File: src/common/fbf_pkg.sv
/*
 Shared constants and carriers for the buffer and bit-framing register block.
 Assumes an 8-bit register port with a 6-bit address, one clock, synchronous reset.
*/
`default_nettype none
package fbf_pkg;
  localparam int unsigned FBF_DEPTH      = 64;
  localparam int unsigned FBF_WIDTH      = 8;
  localparam logic [5:0]  FBF_ADDR_DATA  = 6'h09;
  localparam logic [5:0]  FBF_ADDR_LEVEL = 6'h0A;
  localparam logic [5:0]  FBF_ADDR_WMARK = 6'h0B;
  localparam logic [5:0]  FBF_ADDR_CTRL  = 6'h0C;
  localparam logic [5:0]  FBF_ADDR_FRAME = 6'h0D;
  localparam int unsigned FBF_FLUSH_BIT  = 7;
  localparam int unsigned FBF_TSTOP_BIT  = 7;
  localparam int unsigned FBF_TSTART_BIT = 6;
  localparam int unsigned FBF_SEND_BIT   = 7;
  localparam int unsigned FBF_ALIGN_LSB  = 4;
  localparam logic [5:0]  FBF_WMARK_RST  = 6'h08;
  localparam logic [7:0]  FBF_LEVEL_RST  = 8'h00;
  localparam logic [7:0]  FBF_CTRL_RST   = 8'h10;
  localparam logic [7:0]  FBF_FRAME_RST  = 8'h00;
  localparam logic [2:0]  FBF_MS_IDLE    = 3'h0;
  localparam logic [2:0]  FBF_MS_WTRIG   = 3'h1;
  localparam logic [2:0]  FBF_MS_TXWAIT  = 3'h2;
  localparam logic [2:0]  FBF_MS_TXING   = 3'h3;
  localparam logic [2:0]  FBF_MS_RXWAIT  = 3'h4;
  localparam logic [2:0]  FBF_MS_WDATA   = 3'h5;
  localparam logic [2:0]  FBF_MS_RXING   = 3'h6;

  typedef struct packed {
    logic       wr;
    logic       rd;
    logic [5:0] addr;
    logic [7:0] wdata;
  } fbf_reg_req_t;

  typedef struct packed {
    logic tx_wait_done;
    logic tx_done;
    logic rx_wait_done;
    logic rx_start;
    logic rx_done;
  } fbf_modem_ev_t;
endpackage : fbf_pkg
`default_nettype wire

File: src/hw/fbf_fifo.sv
/*
 First-in first-out byte store with pointers and a fill count.
 Assumes the caller never pops and flushes in a way it cannot observe; flush wins over push and pop.
*/
`timescale 1ns/10ps
`default_nettype none
module fbf_fifo #(
  parameter int unsigned WIDTH = 8,
  parameter int unsigned DEPTH = 64,
  parameter int unsigned AW    = $clog2(DEPTH)
) (
  input  wire logic             i_core_clk,
  input  wire logic             i_nrst,
  input  wire logic             i_flush,
  input  wire logic             i_push,
  input  wire logic [WIDTH-1:0] i_push_data,
  input  wire logic             i_pop,
  output logic      [WIDTH-1:0] o_head,
  output logic      [AW:0]      o_count,
  output logic                  o_full,
  output logic                  o_overflow
);
  logic [WIDTH-1:0] mem [DEPTH];
  logic [AW-1:0]    wr_ptr_ff;
  logic [AW-1:0]    rd_ptr_ff;
  logic [AW:0]      count_ff;
  wire              empty  = (count_ff == '0);
  wire              push_ok = i_push && !o_full;
  wire              pop_ok  = i_pop && !empty;

  assign o_full     = (count_ff == (AW+1)'(DEPTH));
  assign o_overflow = i_push && o_full;
  assign o_head     = mem[rd_ptr_ff];
  assign o_count    = count_ff;

  always_ff @(posedge i_core_clk) begin
    if (push_ok && !i_flush) begin
      mem[wr_ptr_ff] <= i_push_data;
    end
  end

  always_ff @(posedge i_core_clk) begin
    if (!i_nrst || i_flush) begin
      wr_ptr_ff <= '0;
      rd_ptr_ff <= '0;
      count_ff  <= '0;
    end else begin
      wr_ptr_ff <= wr_ptr_ff + AW'(push_ok);
      rd_ptr_ff <= rd_ptr_ff + AW'(pop_ok);
      count_ff  <= count_ff + (AW+1)'(push_ok) - (AW+1)'(pop_ok);
    end
  end
endmodule : fbf_fifo
`default_nettype wire

File: src/hw/fbf_modem.sv
/*
 Transmit and receive sequencing that drives the modem state indicator.
 Assumes the transmitter and receiver report their phase ends as one-cycle events.
*/
`timescale 1ns/10ps
`default_nettype none
module fbf_modem
  import fbf_pkg::*;
(
  input  wire logic          i_core_clk,
  input  wire logic          i_nrst,
  input  wire logic          i_transceive_active,
  input  wire logic          i_trigger,
  input  wire fbf_modem_ev_t i_ev,
  output logic [2:0]         o_state_code
);
  typedef enum logic [2:0] {S_IDLE, S_WTRIG, S_TXWAIT, S_TXING, S_RXWAIT, S_WDATA, S_RXING} fbf_ms_t;
  fbf_ms_t state_ff;
  fbf_ms_t nxt_state;

  always_comb begin
    nxt_state = state_ff;
    case (state_ff)
      S_IDLE:   if (i_transceive_active) nxt_state = S_WTRIG;
      S_WTRIG:  if (i_trigger) nxt_state = S_TXWAIT;
      S_TXWAIT: if (i_ev.tx_wait_done) nxt_state = S_TXING;
      S_TXING:  if (i_ev.tx_done) nxt_state = S_RXWAIT;
      S_RXWAIT: if (i_ev.rx_wait_done) nxt_state = S_WDATA;
      S_WDATA:  if (i_ev.rx_start) nxt_state = S_RXING;
      S_RXING:  if (i_ev.rx_done) nxt_state = S_WTRIG;
      default:  nxt_state = S_IDLE;
    endcase
    if (!i_transceive_active) begin
      nxt_state = S_IDLE;
    end
  end

  always_ff @(posedge i_core_clk) begin
    if (!i_nrst) begin
      state_ff <= S_IDLE;
    end else begin
      state_ff <= nxt_state;
    end
  end

  always_comb begin
    case (state_ff)
      S_WTRIG:  o_state_code = FBF_MS_WTRIG; // see [RULE16]
      S_TXWAIT: o_state_code = FBF_MS_TXWAIT;
      S_TXING:  o_state_code = FBF_MS_TXING;
      S_RXWAIT: o_state_code = FBF_MS_RXWAIT;
      S_WDATA:  o_state_code = FBF_MS_WDATA;
      S_RXING:  o_state_code = FBF_MS_RXING;
      default:  o_state_code = FBF_MS_IDLE;
    endcase
  end
endmodule : fbf_modem
`default_nettype wire

File: src/hw/fbf_regs.sv
/*
 Buffer data port, fill level, watermark, miscellaneous control and bit-framing registers.
 Assumes a same-clock register port (one access per cycle) and same-clock transmitter,
 receiver, timer and command logic around it.
*/
`timescale 1ns/10ps
`default_nettype none
// Overview of operation
// [RULE1] Data port pushes and pops a 64-byte store.
// [RULE2] Store also feeds transmitter and receiver streams.
// [RULE3] Level bits 6..0 show stored byte count.
// [RULE4] Level bit 7 write flushes pointers, overflow.
// [RULE5] Flush bit always reads back zero.
// [RULE6] Watermark bits 5..0 read/write, reset 08h.
// [RULE7] High alert when free space <= watermark.
// [RULE8] Low alert when stored bytes <= watermark.
// [RULE9] Control bits 7/6 stop/start timer, start reads 0.
// [RULE10] Control bits 2..0 show last byte valid bits.
// [RULE11] Framing bit 7 starts sending, transceive only.
// [RULE12] Receive alignment places first received bit.
// [RULE13] Host keeps alignment zero outside bitwise anticollision.
// [RULE14] Framing bits 2..0 give final byte bits.
// [RULE15] Level 00h, control 10h, framing 00h after reset.
// [RULE16] Waiting for trigger shows modem code 001.
// [RULE17] Write when full is dropped, sets overflow.
module fbf_regs
  import fbf_pkg::*;
#(
  parameter int unsigned DEPTH = FBF_DEPTH
) (
  input  wire logic          i_core_clk,
  input  wire logic          i_nrst,
  input  wire fbf_reg_req_t  i_reg_req,
  output logic [7:0]         o_reg_rdata,
  input  wire logic          i_rx_push,
  input  wire logic [7:0]    i_rx_data,
  input  wire logic          i_rx_last_valid,
  input  wire logic [2:0]    i_rx_last_bits,
  input  wire logic          i_tx_pop,
  output logic [7:0]         o_tx_data,
  output logic               o_tx_avail,
  input  wire logic          i_transceive_active,
  input  wire fbf_modem_ev_t i_modem_ev,
  output logic [6:0]         o_fill_count,
  output logic               o_high_alert_flag,
  output logic               o_low_alert_flag,
  output logic               o_overflow_error,
  output logic               o_timer_start_strobe,
  output logic               o_timer_stop_strobe,
  output logic               o_transmit_trigger,
  output logic [2:0]         o_rx_bit_alignment,
  output logic [7:0]         o_rx_first_mask,
  output logic [2:0]         o_tx_final_bit_count,
  output logic [2:0]         o_modem_state_indicator
);
  localparam int unsigned AW = $clog2(DEPTH);

  // Mask of the bit positions that the first received bit and its successors fill in the first byte.
  function automatic logic [7:0] first_byte_mask(input logic [2:0] align);
    first_byte_mask = 8'hFF << align;
  endfunction : first_byte_mask

  function automatic logic hit(input fbf_reg_req_t req, input logic [5:0] addr);
    hit = (req.addr == addr);
  endfunction : hit

  logic [5:0]    wmark_ff;
  logic [2:0]    rx_align_ff;
  logic [2:0]    tx_last_ff;
  logic [2:0]    rx_last_ff;
  logic          ovf_ff;
  logic          tstart_ff;
  logic          tstop_ff;
  logic          send_ff;
  logic [7:0]    rdata_ff;
  logic [7:0]    nxt_rdata;
  logic [7:0]    fifo_head;
  logic [AW:0]   fifo_count;
  logic          fifo_full;
  logic          fifo_ovf;
  logic [2:0]    ms_code;

  // Register decode.
  wire wr_data  = i_reg_req.wr && hit(i_reg_req, FBF_ADDR_DATA);
  wire rd_data  = i_reg_req.rd && hit(i_reg_req, FBF_ADDR_DATA);
  wire wr_level = i_reg_req.wr && hit(i_reg_req, FBF_ADDR_LEVEL);
  wire wr_wmark = i_reg_req.wr && hit(i_reg_req, FBF_ADDR_WMARK);
  wire wr_ctrl  = i_reg_req.wr && hit(i_reg_req, FBF_ADDR_CTRL);
  wire wr_frame = i_reg_req.wr && hit(i_reg_req, FBF_ADDR_FRAME);

  wire flush      = wr_level && i_reg_req.wdata[FBF_FLUSH_BIT]; // see [RULE4]
  wire tstart_req = wr_ctrl && i_reg_req.wdata[FBF_TSTART_BIT]; // see [RULE9]
  wire tstop_req  = wr_ctrl && i_reg_req.wdata[FBF_TSTOP_BIT]; // see [RULE9]
  // The trigger is ignored unless the transceive command is running.
  wire send_req   = wr_frame && i_reg_req.wdata[FBF_SEND_BIT] && i_transceive_active; // see [RULE11]

  // Host and stream sides share one push and one pop path; the host write takes the data lane,
  // so a receiver byte in the same cycle is lost. Software must not touch the data port mid-frame.
  wire       push      = wr_data || i_rx_push; // see [RULE2]
  wire [7:0] push_data = wr_data ? i_reg_req.wdata : i_rx_data;
  wire       pop       = rd_data || i_tx_pop; // see [RULE2]

  fbf_fifo #(
    .WIDTH (FBF_WIDTH),
    .DEPTH (DEPTH),
    .AW    (AW)
  ) u_fifo (
    .i_core_clk  (i_core_clk),
    .i_nrst      (i_nrst),
    .i_flush     (flush),
    .i_push      (push),
    .i_push_data (push_data),
    .i_pop       (pop),
    .o_head      (fifo_head),
    .o_count     (fifo_count),
    .o_full      (fifo_full),
    .o_overflow  (fifo_ovf)
  ); // see [RULE1]

  fbf_modem u_modem (
    .i_core_clk          (i_core_clk),
    .i_nrst              (i_nrst),
    .i_transceive_active (i_transceive_active),
    .i_trigger           (send_req),
    .i_ev                (i_modem_ev),
    .o_state_code        (ms_code)
  );

  // Status and stream outputs.
  wire [AW:0] free_space = (AW+1)'(DEPTH) - fifo_count;
  assign o_fill_count            = 7'(fifo_count); // see [RULE3]
  assign o_high_alert_flag       = (free_space <= (AW+1)'(wmark_ff)); // see [RULE7]
  assign o_low_alert_flag        = (fifo_count <= (AW+1)'(wmark_ff)); // see [RULE8]
  assign o_overflow_error        = ovf_ff;
  assign o_tx_data               = fifo_head;
  assign o_tx_avail              = (fifo_count != '0);
  assign o_timer_start_strobe    = tstart_ff;
  assign o_timer_stop_strobe     = tstop_ff;
  assign o_transmit_trigger      = send_ff;
  assign o_rx_bit_alignment      = rx_align_ff;
  assign o_rx_first_mask         = first_byte_mask(rx_align_ff); // see [RULE12]
  assign o_tx_final_bit_count    = tx_last_ff; // see [RULE14]
  assign o_modem_state_indicator = ms_code;
  assign o_reg_rdata             = rdata_ff;

  // Read mux; write-only strobe bits and reserved bits read as zero, bit 4 of control reads its reset 1.
  always_comb begin
    nxt_rdata = rdata_ff;
    if (i_reg_req.rd) begin
      case (i_reg_req.addr)
        FBF_ADDR_DATA:  nxt_rdata = fifo_head;
        FBF_ADDR_LEVEL: nxt_rdata = {1'b0, o_fill_count}; // see [RULE5]
        FBF_ADDR_WMARK: nxt_rdata = {2'b00, wmark_ff};
        FBF_ADDR_CTRL:  nxt_rdata = FBF_CTRL_RST | {5'h00, rx_last_ff}; // see [RULE10]
        FBF_ADDR_FRAME: nxt_rdata = {1'b0, rx_align_ff, 1'b0, tx_last_ff};
        default:        nxt_rdata = 8'h00;
      endcase
    end
  end

  always_ff @(posedge i_core_clk) begin
    if (!i_nrst) begin
      rdata_ff <= 8'h00;
    end else begin
      rdata_ff <= nxt_rdata;
    end
  end

  // Configuration registers.
  always_ff @(posedge i_core_clk) begin
    if (!i_nrst) begin
      wmark_ff    <= FBF_WMARK_RST; // see [RULE6]
      rx_align_ff <= FBF_FRAME_RST[6:4]; // see [RULE15]
      tx_last_ff  <= FBF_FRAME_RST[2:0];
    end else begin
      if (wr_wmark) begin
        wmark_ff <= i_reg_req.wdata[5:0]; // see [RULE6]
      end
      if (wr_frame) begin
        rx_align_ff <= i_reg_req.wdata[FBF_ALIGN_LSB +: 3]; // see [RULE12]
        tx_last_ff  <= i_reg_req.wdata[2:0]; // see [RULE14]
      end
    end
  end

  // Last-byte valid bit count, captured when the receiver closes a frame.
  always_ff @(posedge i_core_clk) begin
    if (!i_nrst) begin
      rx_last_ff <= FBF_CTRL_RST[2:0]; // see [RULE15]
    end else if (i_rx_last_valid) begin
      rx_last_ff <= i_rx_last_bits; // see [RULE10]
    end
  end

  // The overflow event wins over a flush in the same cycle.
  always_ff @(posedge i_core_clk) begin
    if (!i_nrst) begin
      ovf_ff <= 1'b0;
    end else begin
      ovf_ff <= fifo_ovf || (ovf_ff && !flush); // see [RULE17]
    end
  end

  // One-cycle strobes to the timer and transmitter.
  always_ff @(posedge i_core_clk) begin
    if (!i_nrst) begin
      tstart_ff <= 1'b0;
      tstop_ff  <= 1'b0;
      send_ff   <= 1'b0;
    end else begin
      tstart_ff <= tstart_req; // see [RULE9]
      tstop_ff  <= tstop_req; // see [RULE9]
      send_ff   <= send_req; // see [RULE11]
    end
  end

  // Checks.
  property p_count_up;
    @(posedge i_core_clk) disable iff (!i_nrst)
      (wr_data && !fifo_full && !pop && !flush) |=>
        (o_fill_count == $past(o_fill_count) + 7'h01);
  endproperty
  a_count_up: assert property (p_count_up) else $error("fill count did not rise on write"); // see [RULE3]

  property p_count_down;
    @(posedge i_core_clk) disable iff (!i_nrst)
      (rd_data && !i_rx_push && (o_fill_count != 7'h00) && !flush) |=>
        (o_fill_count == $past(o_fill_count) - 7'h01);
  endproperty
  a_count_down: assert property (p_count_down) else $error("fill count did not fall on read"); // see [RULE3]

  property p_flush;
    @(posedge i_core_clk) disable iff (!i_nrst)
      (flush && !fifo_ovf) |=> (o_fill_count == 7'h00) && !o_overflow_error;
  endproperty
  a_flush: assert property (p_flush) else $error("flush left data or overflow"); // see [RULE4]

  property p_flush_reads_zero;
    @(posedge i_core_clk) disable iff (!i_nrst)
      (i_reg_req.rd && hit(i_reg_req, FBF_ADDR_LEVEL)) |=> (o_reg_rdata[7] == 1'b0) &&
        (o_reg_rdata[6:0] == $past(o_fill_count));
  endproperty
  a_flush_reads_zero: assert property (p_flush_reads_zero) else $error("level read wrong"); // see [RULE5]

  property p_wmark_rw;
    @(posedge i_core_clk) disable iff (!i_nrst)
      wr_wmark ##1 !wr_wmark ##1 (i_reg_req.rd && hit(i_reg_req, FBF_ADDR_WMARK)) |=>
        (o_reg_rdata == {2'b00, $past(i_reg_req.wdata[5:0], 3)});
  endproperty
  a_wmark_rw: assert property (p_wmark_rw) else $error("watermark readback wrong"); // see [RULE6]

  property p_high_alert;
    @(posedge i_core_clk) disable iff (!i_nrst)
      fifo_full |-> o_high_alert_flag ##0 (o_fill_count == 7'h40);
  endproperty
  a_high_alert: assert property (p_high_alert) else $error("high alert missing when full"); // see [RULE7]

  property p_low_alert;
    @(posedge i_core_clk) disable iff (!i_nrst)
      o_low_alert_flag |-> ({1'b0, wmark_ff} >= o_fill_count) && !(o_tx_avail && wmark_ff == 6'h00);
  endproperty
  a_low_alert: assert property (p_low_alert) else $error("low alert inconsistent"); // see [RULE8]

  property p_timer_start;
    @(posedge i_core_clk) disable iff (!i_nrst)
      $rose(tstart_req) |=> o_timer_start_strobe ##1 (o_timer_start_strobe == $past(tstart_req));
  endproperty
  a_timer_start: assert property (p_timer_start) else $error("timer start strobe wrong"); // see [RULE9]

  property p_rx_last;
    @(posedge i_core_clk) disable iff (!i_nrst)
      (i_rx_last_valid ##1 !i_rx_last_valid ##1
        (i_reg_req.rd && hit(i_reg_req, FBF_ADDR_CTRL) && !i_rx_last_valid)) |=>
        (o_reg_rdata[2:0] == $past(i_rx_last_bits, 3)) && (o_reg_rdata[7:3] == 5'b00010);
  endproperty
  a_rx_last: assert property (p_rx_last) else $error("last bits readback wrong"); // see [RULE10]

  property p_trigger;
    @(posedge i_core_clk) disable iff (!i_nrst)
      (send_req && ms_code == FBF_MS_WTRIG) |=>
        (o_modem_state_indicator == FBF_MS_TXWAIT) && o_transmit_trigger;
  endproperty
  a_trigger: assert property (p_trigger) else $error("trigger did not advance modem"); // see [RULE16]

  property p_no_trigger;
    @(posedge i_core_clk) disable iff (!i_nrst)
      (wr_frame && !i_transceive_active) |=> !o_transmit_trigger;
  endproperty
  a_no_trigger: assert property (p_no_trigger) else $error("trigger outside transceive"); // see [RULE11]

  property p_overflow;
    @(posedge i_core_clk) disable iff (!i_nrst)
      (wr_data && fifo_full && !pop && !flush) |=>
        o_overflow_error && (o_fill_count == 7'h40);
  endproperty
  a_overflow: assert property (p_overflow) else $error("overflow write not handled"); // see [RULE17]

  property p_reset_vals;
    @(posedge i_core_clk) !i_nrst |=> (wmark_ff == FBF_WMARK_RST) && (o_fill_count == 7'h00) &&
      (rx_align_ff == 3'h0) && (tx_last_ff == 3'h0) && (rx_last_ff == 3'h0);
  endproperty
  a_reset_vals: assert property (p_reset_vals) else $error("reset values wrong"); // see [RULE15]

  property p_timer_stop;
    @(posedge i_core_clk) disable iff (!i_nrst)
      tstop_req |=> o_timer_stop_strobe;
  endproperty
  a_timer_stop: assert property (p_timer_stop) else $error("timer stop strobe missing"); // see [RULE9]

  property p_modem_wait;
    @(posedge i_core_clk) disable iff (!i_nrst)
      (i_transceive_active && ms_code == FBF_MS_IDLE) |=>
        (o_modem_state_indicator == FBF_MS_WTRIG);
  endproperty
  a_modem_wait: assert property (p_modem_wait) else $error("modem did not wait for trigger"); // see [RULE16]

  property p_modem_idle;
    @(posedge i_core_clk) disable iff (!i_nrst)
      !i_transceive_active |=> (o_modem_state_indicator == FBF_MS_IDLE);
  endproperty
  a_modem_idle: assert property (p_modem_idle) else $error("modem not idle"); // see [RULE16]

  property p_frame_rw;
    @(posedge i_core_clk) disable iff (!i_nrst)
      wr_frame |=>
        (o_rx_bit_alignment == $past(i_reg_req.wdata[6:4])) &&
        (o_tx_final_bit_count == $past(i_reg_req.wdata[2:0]));
  endproperty
  a_frame_rw: assert property (p_frame_rw) else $error("framing fields not taken"); // see [RULE12]

  property p_data_read;
    @(posedge i_core_clk) disable iff (!i_nrst)
      (rd_data && o_tx_avail) |=> (o_reg_rdata == $past(o_tx_data));
  endproperty
  a_data_read: assert property (p_data_read) else $error("data port read not head"); // see [RULE1]

  // Host reads and stream pops share one pop path, so the stream pop is checked on its own.
  property p_stream_pop;
    @(posedge i_core_clk) disable iff (!i_nrst)
      (i_tx_pop && !rd_data && !push && !flush && o_tx_avail) |=>
        (o_fill_count == $past(o_fill_count) - 7'h01);
  endproperty
  a_stream_pop: assert property (p_stream_pop) else $error("stream pop did not consume"); // see [RULE2]
endmodule : fbf_regs
`default_nettype wire

File: config.mk
export PLATFORM = sky130hd
export DESIGN_NAME = fbf_regs
export DESIGN_NICKNAME = d
export VERILOG_FILES = /design/src/common/fbf_pkg.sv /design/src/hw/fbf_fifo.sv /design/src/hw/fbf_modem.sv /design/src/hw/fbf_regs.sv
export SDC_FILE = /design/constraint.sdc
export NUM_CORES = 1
export LEC_CHECK = 0
export BUFFER_PORTS_ARGS = -buffer_cell sky130_fd_sc_hd__buf_2
export CAP_MARGIN = 25
export CELL_PAD_IN_SITES_DETAIL_PLACEMENT = 2
export CELL_PAD_IN_SITES_GLOBAL_PLACEMENT = 2
export CORE_AREA = 5 5 178 351
export DETAILED_ROUTE_END_ITERATION = 7
export DIE_AREA = 0 0 183 356
export HOLD_SLACK_MARGIN = 0.05
export PLACE_DENSITY = 0.63
export RECOVER_POWER = 100
export SYNTH_ARGS = -nofsm -noshare
export SYNTH_HDL_FRONTEND = slang
export SYNTH_SLANG_ARGS = --single-unit
File: constraint.sdc
create_clock -name i_core_clk -period 7.4 [get_ports i_core_clk]
set_input_delay 0.74 -clock i_core_clk [delete_from_list [all_inputs] [get_ports i_core_clk]]
set_output_delay 0.74 -clock i_core_clk [all_outputs]
set_load 0.02 [all_outputs]
==> impl_metrics.csv, run 1 <==
group,metric,value,unit
drt,num_vias,12044,
run_status,violations,"max-capacitance violations, max-slew violations",
clock_tree,postCtsHoldBufs,0,
setup_path,cp-end-kind,"output port",
timing,fin_crit,5.780,ns
final_layout,final_common_cell,"edfxtp_1",
hold_path,min_to,"rx_last_ff[2]$_SDFFE_PN0P_",
final_layout,antennaDiodeCount,0,
drt,ant_nets,0,
timing,max-slew-margin-rel,-130.2,%
setup_path,path_max_fanout,39,
global_route,grt_pass1_vias,13239,
setup_path,arrival,5.04,ns
floorplanning,initial_utilization,38.47,%
timing,setup_viol_count_final,0,
hold_path,hp-class,"input pin to register",
drt,avgRoutedWirePerCell,30.14,um
power,p_sw_share,26.96,%
setup_path,start_kind,"register",
synth,syn_inst,1253,
clock_tree,cts.sinks,561,
synth,synth_fp_nets,1319,
power,peakVddDrop,254.4,uV
final_layout,nets,1408,
floorplanning,die_h,356,um
power,p_comb_share,18.5,%
final_layout,drive_above_1_share,20.55,%
floorplanning,pin_count,85,
final_layout,fin_cells,2156,
synth,synth_top_family_by_area,"multiplexers",
synth,yosysTopAreaCell,"edfxtp_1",
power,p_per_area,310.4,mW/mm^2
power,power.leakage,8.061,nW
timing,hold_viol_final,0,
global_route,grt_pass1_wl,95530,um
placed_design,placed_cells,2063,
hold_path,worstHoldStart,"i_rx_last_bits[2]",
synth,yosys_warnings,0,
global_route,grtUsageTotal,19.94,%
synth,synth_seq_cells,561,
clock_tree,postCtsSetupBuffers,0,
power,p_int,0.005838,W
setup_path,timing.rr.end,"o_reg_rdata[0]$_SDFFE_PN0P_",
hold_path,min_path_cells,3,
clock_tree,clock_latency,0.60,ns
floorplanning,die_area,0.06515,sq mm
job,max_cap_viol_count,9,
synth,synth_mux_area_share,15.63,%
synth,async_flop_share,0,%
global_route,overflow,0,
clock_tree,root_buffer,"clkbuf_16",
clock_tree,cts-buffers-inserted,51,
final_layout,mostFrequentLayoutCells,"edfxtp_1 (512), mux4_2 (137), nor2_1 (103), clkbuf_1 (65), nand2_1 (63)",
synth,synth_area_leaders,"edfxtp_1 (67%), mux4_2 (13%), dfxtp_1 (4.3%)",
floorplanning,fp-row-count,127,
synth,synthFlopType,"edfxtp_1",
power,p_sw,0.002155,W
placed_design,dp_hpwl,42660,um
setup_path,rr_worst_depth,6,
setup_path,ff2ff_setup_slack,2.87,ns
clock_tree,cts_tree,"built",
final_layout,area_growth,12.31,%
synth,netlist_area,0.02292,sq mm
power,seqPwrFrac,45.4,%
floorplanning,die_x,183,um
timing,fmax,0.1730,GHz
drt,drt-initial-drc-count,920,
synth,synth_top_area_share,67.07,%
drt,viasPerCell,5.586,
setup_path,crit_required,6.66,ns
synth,synth_adder_area_share,1.561,%
clock_tree,cts-resized-gates,0,
synth,synth_cell_types,63,
timing,period_share,78.11,%
global_route,grt_max_degree,65,
placed_design,io_buffers,83,
synth,synth_xor_area_share,0.6113,%
timing,clock_skew,0.02111,ns
timing,maxSlewViolCount,540,
power,total_power,0.007992,W
synth,yosys.area_share.simple,5.900,%
clock_tree,path_clk_slew,0.07,ns
timing,fin_tns_setup,0,ns
synth,syn_area_per_cell,18.30,sq um
final_layout,num-fill-cells,5622,
drt,drc_errors,0,
power,clock_power_share,36.1,%
floorplanning,coreArea,0.05959,sq mm
synth,synth_edf_count,512,
global_route,antenna_found_initial,0,
clock_tree,clockBufferDepth,3,
synth,synth-compound-area-share,2.958,%
setup_path,reg2reg_from,"u_fifo.rd_ptr_ff[0]$_SDFF_PP0_",
drt,drt_wl_total,64970,um
setup_path,path_class,"register to output port",
placed_design,routabilityCongestion,0.7740,
timing,rsz0062_at_grt,"no",
drt,dr.pass1.iters,6,
run_status,status,"finished with violations",
synth,ys_seq_area_share,71.35,%
clock_tree,htreeDepth,2,
timing,tightest_slew,3.452,ns
power by group through the flow:
stage	clock network, W	registers [W]	logic, W
CTS	0.00297	0.00363	0.00153
detailed placement	0	0.00370	0.00152
finish	0.00289	0.00363	0.00147
floorplan	0	0.00361	0.00107
global route	0.00310	0.00364	0.00159
global placement	0	0.00369	0.00148
final cells by class:
class	count	area (sq um)	area share, %
clock buffer	59	1306	5.074
clock inverter	34	500.5	1.944
inverter	23	86.33	0.3353
multi-input combinational	603	6041	23.46
sequential	561	16360	63.56
tap	774	968.4	3.761
timing repair buffer	102	479.2	1.861
sequential cells by signal, summed over array words and instances, names as in the netlist:
signal and flops:
o_tx_final_bit_count 3, u_fifo.o_count 7, o_reg_rdata 8, wmark_ff 6, o_overflow_error 1, o_timer_start_strobe 1
u_modem.state_ff 3, o_timer_stop_strobe 1, u_fifo.wr_ptr_ff 6, rx_last_ff 3, o_rx_bit_alignment 3, o_transmit_trigger 1
u_fifo.rd_ptr_ff 6, u_fifo.mem 512
Yosys cell counts (2+ instances only):
master,number
a221oi_1,10
buf_1,9
nor2_1,101
or3_1,4
nand3b_2,2
nand4_1,3
ha_1,27
a21boi_0,7
mux2_2,14
or2_2,2
nand3b_4,2
dfxtp_1,49
buf_6,6
or3b_2,3
a222oi_1,4
xnor2_1,10
buf_4,14
nand3b_1,4
a22oi_1,7
mux4_2,137
nand2b_1,4
a32oi_1,5
o21a_1,7
and4_1,3
a21oi_1,27
nor3_1,9
nand2_1,62
buf_2,17
a31oi_1,4
o21ai_1,7
o22ai_1,2
nor2b_1,24
a221o_1,2
xor2_1,6
mux2i_1,34
inv_1,22
o21ai_0,10
nand3_1,27
and3_1,11
edfxtp_1,512
clkbuf_1,20
o221ai_1,2
how the worst max path moves through the flow:
stage	endpoint	depth (start not counted)	startpoint
2_1_floorplan	u_fifo.o_count[6]$_SDFF_PP0_	15	i_reg_req[9]
3_3_place_gp	o_tx_data[1]	6	u_fifo.rd_ptr_ff[0]$_SDFF_PP0_
3_5_place_dp	u_fifo.mem[24][5]$_DFFE_PP_	8	i_reg_req[9]
4_1_cts	o_tx_data[1]	6	u_fifo.rd_ptr_ff[0]$_SDFF_PP0_
5_1_grt	o_tx_data[1]	6	u_fifo.rd_ptr_ff[0]$_SDFF_PP0_
6_report	o_tx_data[1]	6	u_fifo.rd_ptr_ff[0]$_SDFF_PP0_
layer usage:
layer / GRT usage [%] / part of all wire (%) / vias up / wire, um
met5: 0 / 0 / - / 0
li1: - / - / 5185 / -
met4: 5.503 / 2.8 / 0 / 1808
met1: 27.21 / 43 / 6478 / 27910
met3: 2.298 / 3.8 / 88 / 2444
met2: 33.98 / 50 / 293 / 32810
critical path: stages (launching register included):
cell and delay [ns]:
dfxtp_4 0.90, clkbuf_1 1.29, mux4_2 0.63, mux4_2 0.52
mux2i_1 0.62, a21oi_1 0.20, clkbuf_1 0.23
logic make-up after synthesis:
logic type,Yosys count
buffers and inverters,89
other,1
DFF,561
adders and majority gates,28
muxes,185
xor gates and xnor gates,16
AOI/OAI and AO/OA,100
and+or+nand+nor,273
through the flow:
stage | utilization (%) | worst slack (ns) | hold slack [ns] | area [sq um]
after floorplan | - | 3.781 | 0.4560 | 22920
after global placement | 40.46 | 3.107 | 0.4705 | 24110
after detailed placement | 40.46 | 3.048 | 0.4904 | 24110
after CTS | 43.49 | 2.441 | 0.3939 | 25920
after global routing | 43.21 | 1.312 | 0.4163 | 25750
final | 43.21 | 1.620 | 0.4184 | 25750
Note: power is estimated with default switching activity, not from simulation.
==> run 2, diff against run 1 <==
--- a/config.mk
+++ b/config.mk
@@ -5,15 +5,16 @@
 export SDC_FILE = /design/constraint.sdc
 export NUM_CORES = 1
 export LEC_CHECK = 0
+export ABC_AREA = 1
 export BUFFER_PORTS_ARGS = -buffer_cell sky130_fd_sc_hd__buf_2
 export CAP_MARGIN = 25
 export CELL_PAD_IN_SITES_DETAIL_PLACEMENT = 2
 export CELL_PAD_IN_SITES_GLOBAL_PLACEMENT = 2
-export CORE_AREA = 5 5 178 351
+export CORE_AREA = 5 5 183 361
 export DETAILED_ROUTE_END_ITERATION = 7
-export DIE_AREA = 0 0 183 356
+export DIE_AREA = 0 0 188 366
 export HOLD_SLACK_MARGIN = 0.05
-export PLACE_DENSITY = 0.63
+export PLACE_DENSITY = 0.72
 export RECOVER_POWER = 100
 export SYNTH_ARGS = -nofsm -noshare
 export SYNTH_HDL_FRONTEND = slang
==> constraint.sdc (replaced) <==
create_clock -name i_core_clk -period 5.3 [get_ports i_core_clk]
set_input_delay 0.53 -clock i_core_clk [delete_from_list [all_inputs] [get_ports i_core_clk]]
set_output_delay 0.53 -clock i_core_clk [all_outputs]
set_load 0.02 [all_outputs]
==> run 2 against run 1 <==
The flow still finishes with violations (max-capacitance violations, max-slew violations). Worst hold slack got worse by 0.22 ns. Power rose by 46%. Design area up 2.8%. Critical path type is now input pin to register. Sequential power up 37%. Synthesized area is 2.9% higher. Critical path depth rose by 4. Non-clock buffer count is 12 higher. Die area increased by 5.6%.
==> impl_metrics.csv, run 2 <==
group,metric,value,unit
run_status,status,"finished with violations",
run_status,violations,"max-capacitance violations, max-slew violations",
timing,rsz0062_at_grt,"no",
setup_path,arrival,4.53,ns
final_layout,nets,2291,
global_route,grtUsageTotal,24.09,%
placed_design,dp_hpwl,56160,um
timing,fmax,0.2248,GHz
global_route,overflow,0,
synth,synth_edf_count,512,
clock_tree,cts.sinks,561,
global_route,grt_pass1_vias,19314,
global_route,grt_max_degree,143,
drt,drt-initial-drc-count,1190,
placed_design,routabilityCongestion,0.8629,
synth,synth_common_cells,"nand2_1 (681), edfxtp_1 (512), nand3_1 (405)",
timing,tightest_slew,2.133,ns
setup_path,cp_num_buf_inv,4,
setup_path,path_class,"input pin to register",
synth,async_flop_share,0,%
floorplanning,die_x,188,um
timing,setup_viol_count_final,0,
synth,synth_area_leaders,"edfxtp_1 (65%), nand2_1 (11%), nand3_1 (8.6%)",
final_layout,antennaDiodeCount,0,
setup_path,slowest_delay,0.93,ns
synth,synth_seq_cells,561,
timing,maxSlewViolCount,385,
setup_path,cp-end-kind,"register",
synth,netlist_area,0.02359,sq mm
global_route,antenna_found_initial,2,
synth,yosys_warnings,0,
timing,clock_skew,0.03803,ns
drt,viasPerCell,5.563,
clock_tree,cts-resized-gates,0,
floorplanning,coreArea,0.06279,sq mm
hold_path,hp-class,"input pin to register",
floorplanning,die_area,0.06881,sq mm
synth,synth_fp_nets,2240,
final_layout,mostFrequentLayoutCells,"nand2_1 (678), edfxtp_1 (512), nand3_1 (405), nor2_1 (142), inv_1 (66)",
drt,ant_nets,0,
synth,ys_seq_area_share,69.34,%
setup_path,path_cells,"buf_2 -> nor2_1 -> nand2_1 -> nor2_1 -> inv_1 -> nor2_1 -> clkinv_1 -> nand2_1 -> nand2_1 -> clkbuf_2",
hold_path,min_to,"rx_last_ff[1]$_SDFFE_PN0P_",
setup_path,ff2ff_setup_slack,1.16,ns
floorplanning,initial_utilization,37.57,%
timing,period_share,83.93,%
hold_path,worstHoldStart,"i_rx_last_bits[1]",
synth,synth_top_area_share,65.18,%
drt,dr.pass1.iters,5,
final_layout,top_register,"u_fifo.mem",
synth,synthFlopType,"edfxtp_1",
global_route,grt_pass1_wl,123700,um
drt,avgRoutedWirePerCell,27.70,um
setup_path,crit_required,5.38,ns
clock_tree,postCtsSetupBuffers,0,
final_layout,ff_latch_area,0.01636,sq mm
drt,num_vias,17016,
synth,syn_inst,2174,
floorplanning,die_h,366,um
power,p_per_area,440.3,mW/mm^2
power,peakVddDrop,312.0,uV
setup_path,reg2reg_from,"u_fifo.o_count[2]$_SDFF_PP0_",
clock_tree,clockBufferDepth,3,
power,total_power,0.01165,W
setup_path,rr_worst_depth,10,
final_layout,multi_input_area,0.006437,sq mm
clock_tree,cts-buffers-inserted,50,
drt,drc_errors,0,
final_layout,largest_reg_flops,512,
setup_path,path_max_fanout,36,
setup_path,cp_slowest_cell,"clkbuf_2",
final_layout,final_common_cell,"nand2_1",
floorplanning,pin_count,85,
job,max_cap_viol_count,8,
timing,fin_tns_setup,0,ns
final_layout,area_growth,12.17,%
power,power.leakage,9.449,nW
placed_design,io_buffers,83,
drt,drt_wl_total,84740,um
timing,hold_viol_final,0,
setup_path,start_kind,"input pin",
hold_path,min_path_cells,3,
clock_tree,root_buffer,"clkbuf_16",
clock_tree,cts_tree,"built",
synth,synth_cell_types,35,
setup_path,timing.rr.end,"u_fifo.mem[39][7]$_DFFE_PP_",
clock_tree,htreeDepth,2,
setup_path,cp_top_family,"simple AND/OR/NAND/NOR gates",
floorplanning,fp-row-count,130,
timing,hold_slack,0.1940,ns
timing,max-slew-margin-rel,-42.21,%
clock_tree,clock_latency,0.61,ns
final_layout,drive_above_1_share,6.617,%
timing,fin_crit,4.448,ns
synth,syn_area_per_cell,10.85,sq um
final_layout,num-fill-cells,6591,
clock_tree,path_clk_slew,0.07,ns
clock_tree,postCtsHoldBufs,0,
synth,yosysTopAreaCell,"edfxtp_1",
synth,yosysMostFrequentCell,"nand2_1",
[run 2: changes by cell type after synthesis, moves of 12 or more]
cell / before / now
a21oi_1: 27 / 44
buf_2: 17 / 40
buf_4: 14 / 2
clkbuf_1: 20 / 57
inv_1: 22 / 66
mux2_2: 14 / 0
mux2i_1: 34 / 0
mux4_2: 137 / 0
nand2_1: 62 / 681
nand3_1: 27 / 405
nor2_1: 101 / 139
nor2b_1: 24 / 0
o21ai_0: 10 / 56
o22ai_1: 2 / 19
[run 2: worst max-delay path by stage]
| stage | from | end | slack (ns) | depth (start not counted) |
|---|---|---|---|---|
| 6_report | i_reg_req[13] | u_fifo.mem[17][5]$_DFFE_PP_ | 0.85 | 10 |
| 2_1_floorplan | i_reg_req[13] | u_fifo.mem[0][6]$_DFFE_PP_ | 0.65 | 7 |
| 3_3_place_gp | i_reg_req[8] | u_fifo.o_count[6]$_SDFF_PP0_ | 1.64 | 22 |
| 3_5_place_dp | i_reg_req[8] | u_fifo.o_count[6]$_SDFF_PP0_ | 1.66 | 22 |
| 5_1_grt | i_reg_req[13] | u_fifo.mem[39][2]$_DFFE_PP_ | 0.64 | 11 |
| 4_1_cts | u_fifo.rd_ptr_ff[0]$_SDFF_PP0_ | o_tx_data[7] | 1.06 | 11 |
[run 2: logic make-up after synthesis]
logic type,Yosys count,share of synthesized area (%)
DFF,561,69.34
other,1,0.01590
and+or+nand+nor,1250,22.37
AOI/OAI and AO/OA,131,3.034
buffers and inverters,191,3.283
xor gates and xnor gates,12,0.4456
adders and majority gates,28,1.517
[run 2: final cells by class]
class                   count  share of cell area (%)
clock buffers              66                   5.377
clock inverters            28                   1.201
inverters                  76                   1.107
multi-input cells        1422                   24.33
flip-flops and latches    561                   61.83
well taps                 792                   3.745
repair buffers            114                   2.407
[run 2: worst min-delay path: stages]
cell and delay, ns:
buf_2 0.07, o21ai_0 0.07, a21oi_1 0.10
[run 2: routing by layer]
metal | part of all wire (%) | track usage (%)
met1 | 34 | 24.59
met2 | 57 | 47.18
met3 | 3.0 | 2.172
met4 | 6.1 | 13.25
met5 | 0.0083 | 0
[run 2: metrics by stage]
| stage | worst slack, ns | utilization (%) | instances | area, sq um |
|---|---|---|---|---|
| after floorplan | 0.6498 | - | 2174 | 23590 |
| after global placement | 1.643 | 39.45 | 2959 | 24770 |
| after detailed placement | 1.663 | 39.51 | 2961 | 24810 |
| after CTS | 1.060 | 42.29 | 3055 | 26550 |
| after global routing | 0.6449 | 42.14 | 3059 | 26460 |
| final | 0.8516 | 42.14 | 3059 | 26460 |
[run 2: power by group]
group          internal, W  total, W  switching, W
registers          0.00490   0.00498     0.0000827
clock network      0.00219   0.00389       0.00170
logic             0.000749   0.00278       0.00203
